File: src/rtl/irc_regs.svh
`ifndef IRC_REGS_SVH
`define IRC_REGS_SVH
// Overview of operation
// - Compare match sets the capture/compare flag; software clears it; unused in PWM.
// - Timer-2 period match sets flag bit 1 until software clears it.
// - Timer-1 overflow sets flag bit 0; only software clears it.
// - Oscillator failure with switch to internal oscillator sets second-flag bit 7.
// - Completed nonvolatile write sets second-flag bit 4; software clears it.
// - Low-voltage detection sets second-flag bit 2 until software clears it.
// - Timer-3 overflow sets second-flag bit 1; bits 6-5, 3, 0 read zero.
// - Without priority levels, peripheral requests need the peripheral enable bit too.
// - First enable register: converter, receive, transmit, capture, timer-2, timer-1 enables.
// - Second enable register: oscillator, write done, low voltage, timer-3; rest zero.
// - Priority bits act only with priority levels on; 1 high, 0 low.
// - Priority registers reset implemented bits to one, positions matching flags.
// - Reset-cause bit 7 turns priority levels on; resets to zero.
// - Reset-cause bits 4 to 0 report the cause of last reset.
// - External pins are edge triggered; select bit chooses rising or falling.
// - A valid pin edge sets its flag; the enable gates the request.
// - External pin requests wake the core; vectoring needs global enable.
// - External 1 and 2 priority from third control; external 0 always high.
// - Timer-0 flag sets on 8-bit wrap, or 16-bit wrap in 16-bit mode.
// - Timer-0 enable is main control bit 5, priority second control bit 2.
// - Port change sets main bit 0; enable bit 3; priority second bit 0.
// - Interrupt entry pushes return counter and shadows working, status, bank registers.
// - With priorities, global gates high and peripheral enable gates low requests.
// - Flags set on their condition regardless of any enable bit.
`define IRC_OFS_MAIN 8'h00
`define IRC_OFS_SECOND 8'h04
`define IRC_OFS_THIRD 8'h08
`define IRC_OFS_FLAGS1 8'h0C
`define IRC_OFS_FLAGS2 8'h10
`define IRC_OFS_EN1 8'h14
`define IRC_OFS_EN2 8'h18
`define IRC_OFS_PRIO1 8'h1C
`define IRC_OFS_PRIO2 8'h20
`define IRC_OFS_CAUSE 8'h24
`define IRC_RST_MAIN 8'h00
`define IRC_RST_SECOND 8'hF5
`define IRC_RST_THIRD 8'hC0
`define IRC_RST_PRIO1 8'h77
`define IRC_RST_PRIO2 8'h96
`define IRC_RST_CAUSE 8'h1C
`define IRC_MASK_SECOND 8'hF5
`define IRC_MASK_THIRD 8'hDB
`define IRC_MASK_1 8'h77
`define IRC_MASK_2 8'h96
`define IRC_MASK_FLAGS1 8'h47
`define IRC_MASK_CAUSE 8'h93
`define IRC_B_GLOBAL 7
`define IRC_B_PERIPH 6
`define IRC_B_T0_EN 5
`define IRC_B_X0_EN 4
`define IRC_B_PB_EN 3
`define IRC_B_T0_FLAG 2
`define IRC_B_X0_FLAG 1
`define IRC_B_PB_FLAG 0
`define IRC_B_EDGE0 6
`define IRC_B_T0_PRIO 2
`define IRC_B_PB_PRIO 0
`define IRC_B_X2_PRIO 7
`define IRC_B_X1_PRIO 6
`define IRC_B_X2_EN 4
`define IRC_B_X1_EN 3
`define IRC_B_X2_FLAG 1
`define IRC_B_X1_FLAG 0
`define IRC_B_CONV 6
`define IRC_B_RX 5
`define IRC_B_TX 4
`define IRC_B_CAPCOMP 2
`define IRC_B_T2 1
`define IRC_B_T1 0
`define IRC_B_OSC 7
`define IRC_B_NV 4
`define IRC_B_LV 2
`define IRC_B_T3 1
`define IRC_B_PRIO_ON 7
`define IRC_PERIPH_SRC 15'h7FE0
`endif

File: src/rtl/irc_pkg.sv
package irc_pkg;
    typedef logic [7:0] irc_byte_t;
    typedef enum logic [1:0] {
        IRC_IDLE = 2'b00,
        IRC_ACK = 2'b01
    } irc_bus_t;
endpackage

File: src/rtl/irc_top.sv
// Our own choices: register access over Wishbone and the register addresses.
`timescale 1ns/100ps
`default_nettype none
`include "irc_regs.svh"
module irc_top #(
    parameter int PC_W = 21
) (
    input wire logic clk_i,
    input wire logic rst_i,
    input wire logic cyc_i,
    input wire logic stb_i,
    input wire logic we_i,
    input wire logic [7:0] adr_i,
    input wire logic [31:0] dat_i,
    input wire logic [3:0] sel_i,
    output logic [31:0] dat_o,
    output logic ack_o,
    input wire logic [15:0] timer0_value_i,
    input wire logic timer0_16bit_i,
    input wire logic timer1_ovf_i,
    input wire logic timer2_match_i,
    input wire logic capcomp_event_i,
    input wire logic capcomp_pwm_mode_i,
    input wire logic conv_done_i,
    input wire logic serial_rx_full_i,
    input wire logic serial_tx_empty_i,
    input wire logic timer3_ovf_i,
    input wire logic low_voltage_i,
    input wire logic nv_write_done_i,
    input wire logic osc_fail_i,
    input wire logic internal_oscillator_i,
    input wire logic [2:0] ext_pin_i,
    input wire logic [3:0] portb_hi_i,
    input wire logic portb_read_i,
    input wire logic [4:0] cause_set_i,
    input wire logic [4:0] cause_clr_i,
    input wire logic irq_entry_i,
    input wire logic [PC_W-1:0] pc_i,
    input wire irc_pkg::irc_byte_t working_register_i,
    input wire irc_pkg::irc_byte_t status_i,
    input wire irc_pkg::irc_byte_t bank_select_register_i,
    output logic irq_high_o,
    output logic irq_low_o,
    output logic wake_o,
    output logic stack_push_o,
    output logic [PC_W-1:0] stack_pc_o,
    output var irc_pkg::irc_byte_t shadow_working_o,
    output var irc_pkg::irc_byte_t shadow_status_o,
    output var irc_pkg::irc_byte_t shadow_bank_o
);
    import irc_pkg::*;

    // ----------------------------------------------------------------
    // Functions
    // ----------------------------------------------------------------
    // Merges a bus write into the writable bits of a register.
    function automatic irc_byte_t wr_upd(input irc_byte_t cur, input irc_byte_t wd,
                                         input irc_byte_t m, input logic hit);
        wr_upd = hit ? ((cur & ~m) | (wd & m)) : cur;
    endfunction

    function automatic logic edge_hit(input logic pin, input logic prev, input logic rise);
        edge_hit = rise ? (pin & ~prev) : (~pin & prev);
    endfunction

    // ----------------------------------------------------------------
    // State
    // ----------------------------------------------------------------
    irc_bus_t bus_q, bus_d;
    logic ack_q, ack_d;
    logic [31:0] rdat_q, rdat_d;
    irc_byte_t main_q, main_d, second_q, second_d, third_q, third_d;
    irc_byte_t flags1_q, flags1_d, flags2_q, flags2_d;
    irc_byte_t en1_q, en1_d, en2_q, en2_d, prio1_q, prio1_d, prio2_q, prio2_d;
    irc_byte_t cause_q, cause_d;
    logic primed_q, primed_d;
    logic [2:0] pin_prev_q, pin_prev_d;
    logic [3:0] pb_latch_q, pb_latch_d;
    logic [15:0] t0_prev_q, t0_prev_d;
    logic high_q, high_d, low_q, low_d, wake_q, wake_d, push_q, push_d;
    logic [PC_W-1:0] spc_q, spc_d;
    irc_byte_t sw_q, sw_d, ss_q, ss_d, sb_q, sb_d;

    logic [7:0] addr;
    logic wr_hit;
    logic [2:0] ext_edge;
    logic [2:0] edge_rise;
    logic t0_wrap;
    logic pb_mismatch;
    logic [14:0] src_flag, src_en, src_prio, pend;
    logic prio_on, gen, pen;
    irc_byte_t flags1_rd;

    assign addr = {adr_i[7:2], 2'b00};
    assign wr_hit = cyc_i & stb_i & we_i & sel_i[0] & ack_q;
    assign edge_rise = {second_q[`IRC_B_EDGE0-2], second_q[`IRC_B_EDGE0-1], second_q[`IRC_B_EDGE0]};
    assign pb_mismatch = primed_q & (portb_hi_i != pb_latch_q);
    assign prio_on = cause_q[`IRC_B_PRIO_ON];
    assign gen = main_q[`IRC_B_GLOBAL];
    assign pen = main_q[`IRC_B_PERIPH];
    assign flags1_rd = {1'b0, flags1_q[`IRC_B_CONV], serial_rx_full_i, serial_tx_empty_i,
                        1'b0, flags1_q[2:0]};

    // ----------------------------------------------------------------
    // Event detection
    // ----------------------------------------------------------------
    genvar gi;
    generate
        for (gi = 0; gi < 3; gi++) begin : g_pin
            assign ext_edge[gi] = primed_q & edge_hit(ext_pin_i[gi], pin_prev_q[gi], edge_rise[gi]);
        end
    endgenerate

    always_comb begin
        if (timer0_16bit_i) begin
            t0_wrap = primed_q & (t0_prev_q == 16'hFFFF) & (timer0_value_i == 16'h0000);
        end else begin
            t0_wrap = primed_q & (t0_prev_q[7:0] == 8'hFF) & (timer0_value_i[7:0] == 8'h00);
        end
    end

    // ----------------------------------------------------------------
    // Request sources
    // ----------------------------------------------------------------
    // Index: 0 timer-0, 1..4 pin 0, port change, pin 1, pin 2, 5 and up peripherals.
    always_comb begin
        src_flag = {flags2_q[`IRC_B_OSC], flags2_q[`IRC_B_NV], flags2_q[`IRC_B_LV], flags2_q[`IRC_B_T3],
                    flags1_rd[6:4], flags1_q[2:0], third_q[`IRC_B_X2_FLAG], third_q[`IRC_B_X1_FLAG],
                    main_q[`IRC_B_PB_FLAG], main_q[`IRC_B_X0_FLAG], main_q[`IRC_B_T0_FLAG]};
        src_en = {en2_q[`IRC_B_OSC], en2_q[`IRC_B_NV], en2_q[`IRC_B_LV], en2_q[`IRC_B_T3],
                  en1_q[6:4], en1_q[2:0], third_q[`IRC_B_X2_EN], third_q[`IRC_B_X1_EN],
                  main_q[`IRC_B_PB_EN], main_q[`IRC_B_X0_EN], main_q[`IRC_B_T0_EN]};
        src_prio = {prio2_q[`IRC_B_OSC], prio2_q[`IRC_B_NV], prio2_q[`IRC_B_LV], prio2_q[`IRC_B_T3],
                    prio1_q[6:4], prio1_q[2:0], third_q[`IRC_B_X2_PRIO], third_q[`IRC_B_X1_PRIO],
                    second_q[`IRC_B_PB_PRIO], 1'b1, second_q[`IRC_B_T0_PRIO]};
        pend = src_flag & src_en;
    end

    // ----------------------------------------------------------------
    // Next-state logic
    // ----------------------------------------------------------------
    always_comb begin
        bus_d = bus_q;
        ack_d = 1'b0;
        rdat_d = rdat_q;
        case (bus_q)
            IRC_IDLE: begin
                if (cyc_i & stb_i) begin
                    bus_d = IRC_ACK;
                    ack_d = 1'b1;
                    case (addr)
                        `IRC_OFS_MAIN: rdat_d = {24'h00_0000, main_q};
                        `IRC_OFS_SECOND: rdat_d = {24'h00_0000, second_q};
                        `IRC_OFS_THIRD: rdat_d = {24'h00_0000, third_q};
                        `IRC_OFS_FLAGS1: rdat_d = {24'h00_0000, flags1_rd};
                        `IRC_OFS_FLAGS2: rdat_d = {24'h00_0000, flags2_q};
                        `IRC_OFS_EN1: rdat_d = {24'h00_0000, en1_q};
                        `IRC_OFS_EN2: rdat_d = {24'h00_0000, en2_q};
                        `IRC_OFS_PRIO1: rdat_d = {24'h00_0000, prio1_q};
                        `IRC_OFS_PRIO2: rdat_d = {24'h00_0000, prio2_q};
                        `IRC_OFS_CAUSE: rdat_d = {24'h00_0000, cause_q};
                        default: rdat_d = 32'h0000_0000;
                    endcase
                end
            end
            IRC_ACK: begin
                bus_d = IRC_IDLE;
            end
            default: begin
                bus_d = IRC_IDLE;
            end
        endcase

        // Software writes first, then hardware sets, so a set in the clearing cycle survives.
        main_d = wr_upd(main_q, dat_i[7:0], 8'hFF, wr_hit && addr == `IRC_OFS_MAIN);
        main_d[`IRC_B_T0_FLAG] = main_d[`IRC_B_T0_FLAG] | t0_wrap;
        main_d[`IRC_B_X0_FLAG] = main_d[`IRC_B_X0_FLAG] | ext_edge[0];
        main_d[`IRC_B_PB_FLAG] = main_d[`IRC_B_PB_FLAG] | pb_mismatch;
        second_d = wr_upd(second_q, dat_i[7:0], `IRC_MASK_SECOND, wr_hit && addr == `IRC_OFS_SECOND);
        third_d = wr_upd(third_q, dat_i[7:0], `IRC_MASK_THIRD, wr_hit && addr == `IRC_OFS_THIRD);
        third_d[`IRC_B_X1_FLAG] = third_d[`IRC_B_X1_FLAG] | ext_edge[1];
        third_d[`IRC_B_X2_FLAG] = third_d[`IRC_B_X2_FLAG] | ext_edge[2];

        flags1_d = wr_upd(flags1_q, dat_i[7:0], `IRC_MASK_FLAGS1, wr_hit && addr == `IRC_OFS_FLAGS1);
        flags1_d[`IRC_B_CONV] = flags1_d[`IRC_B_CONV] | conv_done_i;
        flags1_d[`IRC_B_CAPCOMP] = flags1_d[`IRC_B_CAPCOMP] | (capcomp_event_i & ~capcomp_pwm_mode_i);
        flags1_d[`IRC_B_T2] = flags1_d[`IRC_B_T2] | timer2_match_i;
        flags1_d[`IRC_B_T1] = flags1_d[`IRC_B_T1] | timer1_ovf_i;
        flags2_d = wr_upd(flags2_q, dat_i[7:0], `IRC_MASK_2, wr_hit && addr == `IRC_OFS_FLAGS2);
        flags2_d[`IRC_B_OSC] = flags2_d[`IRC_B_OSC] | (osc_fail_i & internal_oscillator_i);
        flags2_d[`IRC_B_NV] = flags2_d[`IRC_B_NV] | nv_write_done_i;
        flags2_d[`IRC_B_LV] = flags2_d[`IRC_B_LV] | low_voltage_i;
        flags2_d[`IRC_B_T3] = flags2_d[`IRC_B_T3] | timer3_ovf_i;

        en1_d = wr_upd(en1_q, dat_i[7:0], `IRC_MASK_1, wr_hit && addr == `IRC_OFS_EN1);
        en2_d = wr_upd(en2_q, dat_i[7:0], `IRC_MASK_2, wr_hit && addr == `IRC_OFS_EN2);
        prio1_d = wr_upd(prio1_q, dat_i[7:0], `IRC_MASK_1, wr_hit && addr == `IRC_OFS_PRIO1);
        prio2_d = wr_upd(prio2_q, dat_i[7:0], `IRC_MASK_2, wr_hit && addr == `IRC_OFS_PRIO2);
        cause_d = wr_upd(cause_q, dat_i[7:0], `IRC_MASK_CAUSE, wr_hit && addr == `IRC_OFS_CAUSE);
        cause_d[4:0] = (cause_d[4:0] & ~cause_clr_i) | cause_set_i;

        primed_d = 1'b1;
        pin_prev_d = ext_pin_i;
        t0_prev_d = timer0_value_i;
        pb_latch_d = pb_latch_q;
        if (!primed_q || portb_read_i) begin
            pb_latch_d = portb_hi_i;
        end

        // Outputs follow the registered flags one cycle later.
        if (prio_on) begin
            high_d = gen & |(pend & src_prio);
            low_d = gen & pen & |(pend & ~src_prio);
        end else begin
            high_d = gen & (|(pend & ~`IRC_PERIPH_SRC) | (pen & |(pend & `IRC_PERIPH_SRC)));
            low_d = 1'b0;
        end
        wake_d = |pend;

        push_d = irq_entry_i;
        spc_d = spc_q;
        sw_d = sw_q;
        ss_d = ss_q;
        sb_d = sb_q;
        if (irq_entry_i) begin
            spc_d = pc_i;
            sw_d = working_register_i;
            ss_d = status_i;
            sb_d = bank_select_register_i;
        end
    end

    // ----------------------------------------------------------------
    // Registers
    // ----------------------------------------------------------------
    always_ff @(posedge clk_i) begin
        if (rst_i) begin
            bus_q <= IRC_IDLE;
            ack_q <= 1'b0;
            rdat_q <= 32'h0000_0000;
            main_q <= `IRC_RST_MAIN;
            second_q <= `IRC_RST_SECOND;
            third_q <= `IRC_RST_THIRD;
            flags1_q <= 8'h00;
            flags2_q <= 8'h00;
            en1_q <= 8'h00;
            en2_q <= 8'h00;
            prio1_q <= `IRC_RST_PRIO1;
            prio2_q <= `IRC_RST_PRIO2;
            cause_q <= `IRC_RST_CAUSE;
            primed_q <= 1'b0;
            pin_prev_q <= 3'h0;
            pb_latch_q <= 4'h0;
            t0_prev_q <= 16'h0000;
            high_q <= 1'b0;
            low_q <= 1'b0;
            wake_q <= 1'b0;
            push_q <= 1'b0;
            spc_q <= '0;
            sw_q <= 8'h00;
            ss_q <= 8'h00;
            sb_q <= 8'h00;
        end else begin
            bus_q <= bus_d;
            ack_q <= ack_d;
            rdat_q <= rdat_d;
            main_q <= main_d;
            second_q <= second_d;
            third_q <= third_d;
            flags1_q <= flags1_d;
            flags2_q <= flags2_d;
            en1_q <= en1_d;
            en2_q <= en2_d;
            prio1_q <= prio1_d;
            prio2_q <= prio2_d;
            cause_q <= cause_d;
            primed_q <= primed_d;
            pin_prev_q <= pin_prev_d;
            pb_latch_q <= pb_latch_d;
            t0_prev_q <= t0_prev_d;
            high_q <= high_d;
            low_q <= low_d;
            wake_q <= wake_d;
            push_q <= push_d;
            spc_q <= spc_d;
            sw_q <= sw_d;
            ss_q <= ss_d;
            sb_q <= sb_d;
        end
    end

    assign ack_o = ack_q;
    assign dat_o = rdat_q;
    assign irq_high_o = high_q;
    assign irq_low_o = low_q;
    assign wake_o = wake_q;
    assign stack_push_o = push_q;
    assign stack_pc_o = spc_q;
    assign shadow_working_o = sw_q;
    assign shadow_status_o = ss_q;
    assign shadow_bank_o = sb_q;
endmodule
`default_nettype wire

File: config.mk
export PLATFORM = sky130hd
export DESIGN_NAME = irc_top
export DESIGN_NICKNAME = d
export VERILOG_FILES = /design/src/rtl/irc_pkg.sv /design/src/rtl/irc_top.sv
export VERILOG_INCLUDE_DIRS = /design/src /design/src/rtl
export SDC_FILE = /design/constraint.sdc
export NUM_CORES = 1
export LEC_CHECK = 0
export ABC_AREA = 0
export ABC_CLOCK_PERIOD_IN_PS = 2900
export BUFFER_PORTS_ARGS = -buffer_cell sky130_fd_sc_hd__buf_2
export CAP_MARGIN = 20
export CORE_ASPECT_RATIO = 2
export CORE_MARGIN = 10
export CORE_UTILIZATION = 50
export DETAILED_ROUTE_END_ITERATION = 16
export PLACE_DENSITY_LB_ADDON = 0.15
export SYNTH_ARGS = -nofsm -noshare
export SYNTH_HDL_FRONTEND = slang
export SYNTH_SLANG_ARGS = --single-unit
File: constraint.sdc
create_clock -name clk_i -period 2.9 [get_ports clk_i]
set_input_delay 0.58 -clock clk_i [delete_from_list [all_inputs] [get_ports clk_i]]
set_output_delay 0.58 -clock clk_i [all_outputs]
set_load 0.01 [all_outputs]
==> results of run 1 <==
-- power by group --
part	total (mW)	switching [mW]	internal (mW)
logic	0.382	0.215	0.167
registers	2.00	0.0469	1.96
clock network	2.18	0.945	1.24
-- worst max-delay path, stage by stage --
cell     delay (ns)
buf_2          0.18
or4_1          0.52
nor2_1         0.35
buf_4          0.25
a22oi_1        0.14
a21o_1         0.21
a21oi_1        0.11
-- final cells by class --
type	instances	area, µm²	share of cell area
clock buffers	17	425	0.0579
clock inverters	15	176	0.0240
inverters	11	41.3	0.00562
multi-input cells	477	2810	0.383
flip-flops and latches	137	2740	0.374
well taps	142	178	0.0242
repair buffers	185	966	0.132
-- flip-flops by register name (all words and copies together), names as in the netlist, 4 cells and up --
register and count:
cause_q 6, dat_o 8, en1_q 6, en2_q 4, flags1_q 4, flags2_q 4, main_q 8, pb_latch_q 4
prio1_q 6, prio2_q 4, second_q 6, shadow_bank_o 8, shadow_status_o 8, shadow_working_o 8, stack_pc_o 21, t0_prev_q 16
third_q 6
-- synth_stat cells, types with 3 or more instances --
library cell | count | area (µm²)
a21o_1 | 4 | 30.0
a21oi_1 | 38 | 190
a221oi_1 | 4 | 35.0
a222oi_1 | 4 | 40.0
a22oi_1 | 10 | 75.1
a31oi_1 | 4 | 25.0
and3_1 | 6 | 37.5
buf_2 | 8 | 40.0
buf_4 | 25 | 188
clkbuf_1 | 27 | 101
dfxtp_1 | 137 | 2740
inv_1 | 11 | 41.3
mux2i_1 | 72 | 721
nand2_1 | 84 | 315
nand2b_1 | 3 | 18.8
nand3_1 | 60 | 300
nand3b_1 | 6 | 45.0
nand4_1 | 9 | 56.3
nor2_1 | 68 | 255
nor2b_1 | 22 | 138
nor3_1 | 6 | 30.0
o21ai_0 | 9 | 45.0
o22ai_1 | 8 | 50.1
or4_1 | 4 | 30.0
xnor2_1 | 4 | 35.0
-- cells by family (layout without fill, tap and decap cells) --
kind of cell / after synthesis / count (layout) / synth area share
AOI/OAI and AO/OA: 96 / 96 / 0.107
muxes: 72 / 72 / 0.123
DFF: 137 / 137 / 0.469
buffers and inverters: 73 / 228 / 0.0647
other: 1 / 24 / 0.000642
and+or+nand+nor: 281 / 281 / 0.229
xor gates and xnor gates: 4 / 4 / 0.00599
-- metal layers --
metal	up-vias	share of wire	track usage
li1	2616	-	-
met1	2511	0.33	0.224
met2	256	0.51	0.394
met3	77	0.079	0.0790
met4	0	0.077	0.183
met5	-	0	0
-- metrics by stage --
| stage | area, µm² | cells | worst slack, ns | hold WS, ns | util |
|---|---|---|---|---|---|
| 6_report | 7340 | 984 | 0.887 | 0.347 | 0.647 |
| 3_5_place_dp | 6740 | 952 | 0.513 | 0.444 | 0.594 |
| 4_1_cts | 7340 | 984 | 0.928 | 0.334 | 0.647 |
| 3_3_place_gp | 6740 | 952 | 0.527 | 0.443 | 0.594 |
| 5_1_grt | 7340 | 984 | 0.833 | 0.338 | 0.647 |
| 2_1_floorplan | 5930 | 687 | 0.812 | 0.440 | - |
-- final timing paths --
check,start,to
setup / recovery,adr_i[3],dat_o[3]$_SDFFE_PP0P_
setup reg to reg,third_q[4]$_SDFFE_PP0P_,dat_o[4]$_SDFFE_PP0P_
hold / removal,cause_clr_i[2],cause_q[2]$_SDFF_PP1_
hold reg to reg,dat_o[3]$_SDFFE_PP0P_,dat_o[3]$_SDFFE_PP0P_
==> key figures, run 1 <==
Detailed routing
  • Detailed-route via count: 5460
  • Drt wl/cell: 20.0 µm
  • # DRC: 0
  • Final WL: 19600 µm
  • Antenna-violating nets left: 0
  • TritonRoute pass-1 iters: 7
  • Number of DRC markers in iteration 0: 444
  • Vias per cell: 5.55

Timing
  • Final setup vio count: 0
  • Final hold viol count: 0
  • Fin crit period: 2.01 ns
  • Worst rel slew slack: 0.580
  • Period utilisation layout: 0.694
  • Fin. max-slew vios: 0
  • Fmax: 0.497 GHz
  • Worst Tran Pin Value: 0.614 ns
  • Setup TNS: 0 ns
  • Layout Skew: ~0.0089 ns
  • Unrepaired setup endpoints after global routing: false

CTS
  • Root Buffer: clkbuf_16
  • Setup bufs post-CTS: 0
  • CTS tree: done
  • Clock tree buffer depth: 2
  • Clk pin slew, worst setup/hold paths: 0.06 ns
  • Hold_buf cts: 0
  • TritonCTS Buffers: 17
  • Clk sinks: 137
  • Clock latency on the worst-skew pair: 0.41 ns
  • Resize count post-CTS: 0
  • CTS H-tree lvls: 4

Layout
  • Most frequent cells in the layout: buf_2, dfxtp_1, nand2_1
  • Final net count: 971
  • Layout cells sized above 1: 0.266
  • # fillers: about 1000
  • Antenna cells: 0
  • Most common cell after layout, fill and taps aside: buf_2
  • Area grow syn2layout: 25.6%

Outcome
  • Status: finished clean

Worst hold path
  • Worst hold path type: in2reg
  • Worst Hold Depth: 2

Synthesis
  • Cells after Synth: about 660
  • Register area share after synthesis: 0.469
  • Most used DFF post-synth: dfxtp_1
  • Number of synthesized flops with an enable pin: 0
  • YS warnings: 0
  • Share of synthesized registers carrying an async set or reset: 0
  • Cell Area, Synth: approximately 6000 µm²
  • Yosys reg bits: between 100 and 150
  • Synth cell types: 47
  • Mean post-synth cell area: 8.80 µm²

Critical path
  • CP Max Fanout: 13
  • Worst EP arrival: 2.35 ns
  • Crit. End Element: flip-flop
  • Reg2reg path depth: 5
  • CP Launch Type: input port
  • Worst Path Required: 3.24 ns
  • Crit Path Class: in2reg
  • R2r setup slk: 1.09 ns

Floorplan
  • # rows: 55
  • Boundary Pins: between 200 and 250
  • CORE AREA: 11400 µm²
  • Die Area: 16700 µm²
  • Initial core utilization: 0.515
  • Die Wd: a little under 100 µm
  • Die Height: 173 µm

Power and ir drop
  • Worst IR Drop VDD: 0.772 mV
  • Leak: 3.43 nW
  • Pwr Density: 622 nW/µm²
  • Pwr Total: 4.56 mW

GRT
  • Vias in the first global route: 5854
  • GR Overflow Total: 0
  • Overall Global Routing Usage: 0.236
  • First-pass GRT wire length: 30500 µm
  • Initial antenna violation count: 0
  • Pin count of the biggest net entering global routing: 55

Placement
  • Placed wire-length estimate: 15600 µm
  • GPL Wtd Cong: 0.975
  • IO Port Bufs: 170

Flow run
  • Max-Cap Viols: 0
Power figures use the tool's default switching activity.
==> inputs of run 2 (changes only) <==
--- a/config.mk
+++ b/config.mk
@@ -6,13 +6,13 @@
 export SDC_FILE = /design/constraint.sdc
 export NUM_CORES = 1
 export LEC_CHECK = 0
-export ABC_AREA = 0
-export ABC_CLOCK_PERIOD_IN_PS = 2900
+export ABC_AREA = 1
+export ABC_CLOCK_PERIOD_IN_PS = 1700
 export BUFFER_PORTS_ARGS = -buffer_cell sky130_fd_sc_hd__buf_2
 export CAP_MARGIN = 20
 export CORE_ASPECT_RATIO = 2
 export CORE_MARGIN = 10
-export CORE_UTILIZATION = 50
+export CORE_UTILIZATION = 44
 export DETAILED_ROUTE_END_ITERATION = 16
 export PLACE_DENSITY_LB_ADDON = 0.15
 export SYNTH_ARGS = -nofsm -noshare
==> constraint.sdc (replaced) <==
create_clock -name clk_i -period 1.7 [get_ports clk_i]
set_input_delay 0.34 -clock clk_i [delete_from_list [all_inputs] [get_ports clk_i]]
set_output_delay 0.34 -clock clk_i [all_outputs]
set_load 0.01 [all_outputs]
==> run 2 against run 1 <==
Sequential power is 71% higher. Non-clock buffer count up 20. Die area up 13%. Critical endpoint is now main_q[7]$_SDFFE_PP0P_. Highest routed layer unchanged.
==> key figures, run 2 <==
Floorplan
  • Initial core utilization: 0.444 (was 0.515)
  • CORE AREA: 13400 µm² (was 11400 µm²)
  • # rows: 60 (was 55)
  • Die Wd: 102 µm (was 96.5 µm)
  • Die Area: 18800 µm² (was 16700 µm²)
  • Die Height: 184 µm (was 173 µm)
  • Boundary Pins: 224 (unchanged)

Power and ir drop
  • Leak: 3.84 nW (was 3.43 nW)
  • Pwr Density: 1020 nW/µm² (was 622 nW/µm²)
  • Worst IR Drop VDD: 0.733 mV (was 0.772 mV)

Synthesis
  • Number of synthesized flops with an enable pin: 0 (unchanged)
  • Most instantiated cells after synthesis: nor2_1, dfxtp_1, nand2_1, o21ai_0, inv_1 (was dfxtp_1, nand2_1, mux2i_1, nor2_1, nand3_1)
  • Cells after Synth: 832 (was 664)
  • Mean post-synth cell area: 7.13 µm² (was 8.80 µm²)
  • Yosys reg bits: 137 (unchanged)
  • Cell Area, Synth: 5930 µm² (was 5840 µm²)
  • Most used DFF post-synth: dfxtp_1 (unchanged)
  • Synth area leaders: dfxtp_1, nor2_1, o21ai_0 (was dfxtp_1, mux2i_1, nand2_1)
  • YS warnings: 0 (unchanged)
  • Synth top area share: 0.463 (was 0.469)
  • Synth cell types: 34 (was 47)
  • Share of synthesized registers carrying an async set or reset: 0 (unchanged)
  • Register area share after synthesis: 0.463 (was 0.469)
  • Most frequent cell after synthesis: nor2_1 (was dfxtp_1)
  • Synth area leader: dfxtp_1 (unchanged)

Critical path
  • CP Max Fanout: 5 (was 13)
  • Worst EP arrival: 1.79 ns (was 2.35 ns)
  • FF-to-FF Start: ack_o$_SDFF_PP0_ (was third_q[4]$_SDFFE_PP0P_)
  • Crit Path Class: reg2reg (was in2reg)
  • Worst Path Required: 2.05 ns (was 3.24 ns)
  • Crit. End Element: flip-flop (unchanged)
  • CP cell instances: nand3_1 -> nor2_2 -> buf_4 -> nand2_1 -> inv_1 -> buf_4 -> nor2_1 -> nor2_1 (was buf_2 -> or4_1 -> nor2_1 -> buf_4 -> a22oi_1 -> a21o_1 -> a21oi_1)
  • CP Launch Type: flip-flop (was input port)
  • Slowest-stage cell, CP: dfxtp_1 (was or4_1)
  • Reg2reg path depth: 8 (was 5)
  • Crit-path max cell delay: 0.33 ns (was 0.52 ns)
  • R2r setup slk: 0.26 ns (was 1.09 ns)
  • Crit Reg-Reg Endpoint: main_q[7]$_SDFFE_PP0P_ (was dat_o[4]$_SDFFE_PP0P_)

Worst hold path
  • Hold_sp: cause_clr_i[3] (was cause_clr_i[2])
  • Worst hold path type: in2reg (unchanged)
  • Worst Hold Depth: 2 (unchanged)
  • Worst Hold End: cause_q[3]$_SDFF_PP1_ (was cause_q[2]$_SDFF_PP1_)

Detailed routing
  • Drt wl/cell: 16.9 µm (was 20.0 µm)
  • M1 WL: 6610 µm (was 6550 µm)
  • Met3 wire len: 1320 µm (was 1550 µm)
  • Vias per cell: 5.03 (was 5.55)
  • # DRC: 0 (unchanged)
  • Number of DRC markers in iteration 0: 253 (was 444)
  • Antenna-violating nets left: 0 (unchanged)
  • Max Used Layer: met4 (unchanged)
  • TritonRoute pass-1 iters: 4 (was 7)
  • Final WL: 20100 µm (was 19600 µm)
  • Met2 WL: 11000 µm (was 10000 µm)
  • Detailed-route via count: 5980 (was 5460)

CTS
  • Clk sinks: 137 (unchanged)
  • Resize count post-CTS: 0 (unchanged)
  • CTS tree: done (unchanged)
  • Clock tree buffer depth: 2 (unchanged)
  • Hold_buf cts: 0 (unchanged)
  • TritonCTS Buffers: 17 (unchanged)
  • Clk pin slew, worst setup/hold paths: 0.06 ns (about the same)
  • Root Buffer: clkbuf_16 (unchanged)
  • Setup bufs post-CTS: 0 (unchanged)
  • Clock latency on the worst-skew pair: 0.41 ns (about the same)
  • CTS H-tree lvls: 4 (unchanged)

Layout
  • Most frequent cells in the layout: nor2_1, buf_2, dfxtp_1 (was buf_2, dfxtp_1, nand2_1)
  • Layout cells sized above 1: 0.251 (was 0.266)
  • Most common cell after layout, fill and taps aside: nor2_1 (was buf_2)
  • Antenna cells: 0 (unchanged)
  • Final net count: 1165 (was 971)
  • Largest register FFs: 21 (unchanged)
  • Area grow syn2layout: 28.7% (was 25.6%)

Timing
  • Fmax: about 0.69 GHz
  • Setup TNS: 0 ns (unchanged)
  • Layout Skew: 0.00856 ns (was 0.00888 ns)
  • Final setup vio count: 0 (unchanged)
  • Final hold slack: 0.114 ns (was 0.347 ns)
  • Fin crit period: ~1.4 ns
  • Period utilisation layout: 0.849
  • Unrepaired setup endpoints after global routing: false (unchanged)
  • Final hold viol count: 0 (unchanged)
  • Fin. max-slew vios: 0 (unchanged)

Placement
  • IO Port Bufs: 170 (unchanged)
  • Placed wire-length estimate: 15700 µm (was 15600 µm)
  • GPL Wtd Cong: 0.986 (was 0.975)

Outcome
  • Status: finished clean (unchanged)

GRT
  • Overall Global Routing Usage: 0.211 (was 0.236)
  • Vias in the first global route: 5979 (was 5854)
  • First-pass GRT wire length: 30200 µm (was 30500 µm)
  • Initial antenna violation count: 0 (unchanged)
  • Pin count of the biggest net entering global routing: 84 (was 55)
  • GR Overflow Total: 0 (unchanged)

Flow run
  • Max-Cap Viols: 0 (unchanged)
[run 2: cell types whose count changed in the layout (fill, tap and decap cells not counted), sizes merged, moves of 30 or more]
| cell | previous run | this run |
|---|---|---|
| mux2i | 72 | 0 |
| inv | 21 | 96 |
| nand2 | 84 | 116 |
| nor2 | 69 | 194 |
| o21ai | 9 | 90 |
| nand3 | 60 | 30 |
[run 2: metrics by stage]
step | power [mW] | instances | util | cell area [µm²] | setup WS (ns)
floorplan | 3.87 | 855 | - | 6010 | 0.295
detailed placement | 4.20 | 1159 | 0.527 | 7040 | 0.0183
CTS | 7.90 | 1190 | 0.571 | 7630 | 0.236
global route | 8.16 | 1190 | 0.571 | 7630 | 0.123
global placement | 4.19 | 1159 | 0.527 | 7040 | 0.0514
finish | 7.82 | 1190 | 0.571 | 7630 | 0.256
[run 2: critical path, delay by kind of cell (launching register included)]
kind,cells,cell delay (ns)
simple gates,5,0.55
buf+inv,3,0.49
flops,1,0.33
[run 2: power by group]
part	total (mW)	leakage, nW	switching (mW)	internal [mW]
Combinational	0.705	2.43	0.429	0.276
Sequential	3.42	1.13	0.0707	3.35
Clock	3.70	0.280	1.51	2.19
[run 2: routing by layer]
metal / up-vias / track usage
met3: 67 / 0.0645
met4: 0 / 0.133
met1: 2685 / 0.185
li1: 3022 / -
met5: - / 0
met2: 206 / 0.394
[run 2: cells by family after synthesis]
logic type	Yosys count	synth area share
xor+xnor	2	0.00296
other cells	1	0.000633
compound gates	175	0.159
flops	137	0.463
buf+inv	148	0.112
simple gates	369	0.263
[run 2: layout make-up]
class	instances	area, µm²
sequential	137	2740
timing repair buffer	205	1150
fill	1351	5730
inverter	92	347
clock inverter	14	165
multi-input combinational	570	2610
clock buffer	17	425
tap	155	194
[run 2: worst max path at each step]
stage,cells past startpoint,from,slack (ns),to
after floorplan,7,adr_i[4],0.30,flags1_q[2]$_SDFF_PP0_
after global placement,9,adr_i[7],0.05,dat_o[1]$_SDFFE_PP0P_
after detailed placement,9,adr_i[7],0.02,dat_o[5]$_SDFFE_PP0P_
after CTS,8,ack_o$_SDFF_PP0_,0.24,main_q[3]$_SDFFE_PP0P_
after global routing,8,ack_o$_SDFF_PP0_,0.12,main_q[2]$_SDFF_PP0_
final,8,ack_o$_SDFF_PP0_,0.26,main_q[7]$_SDFFE_PP0P_
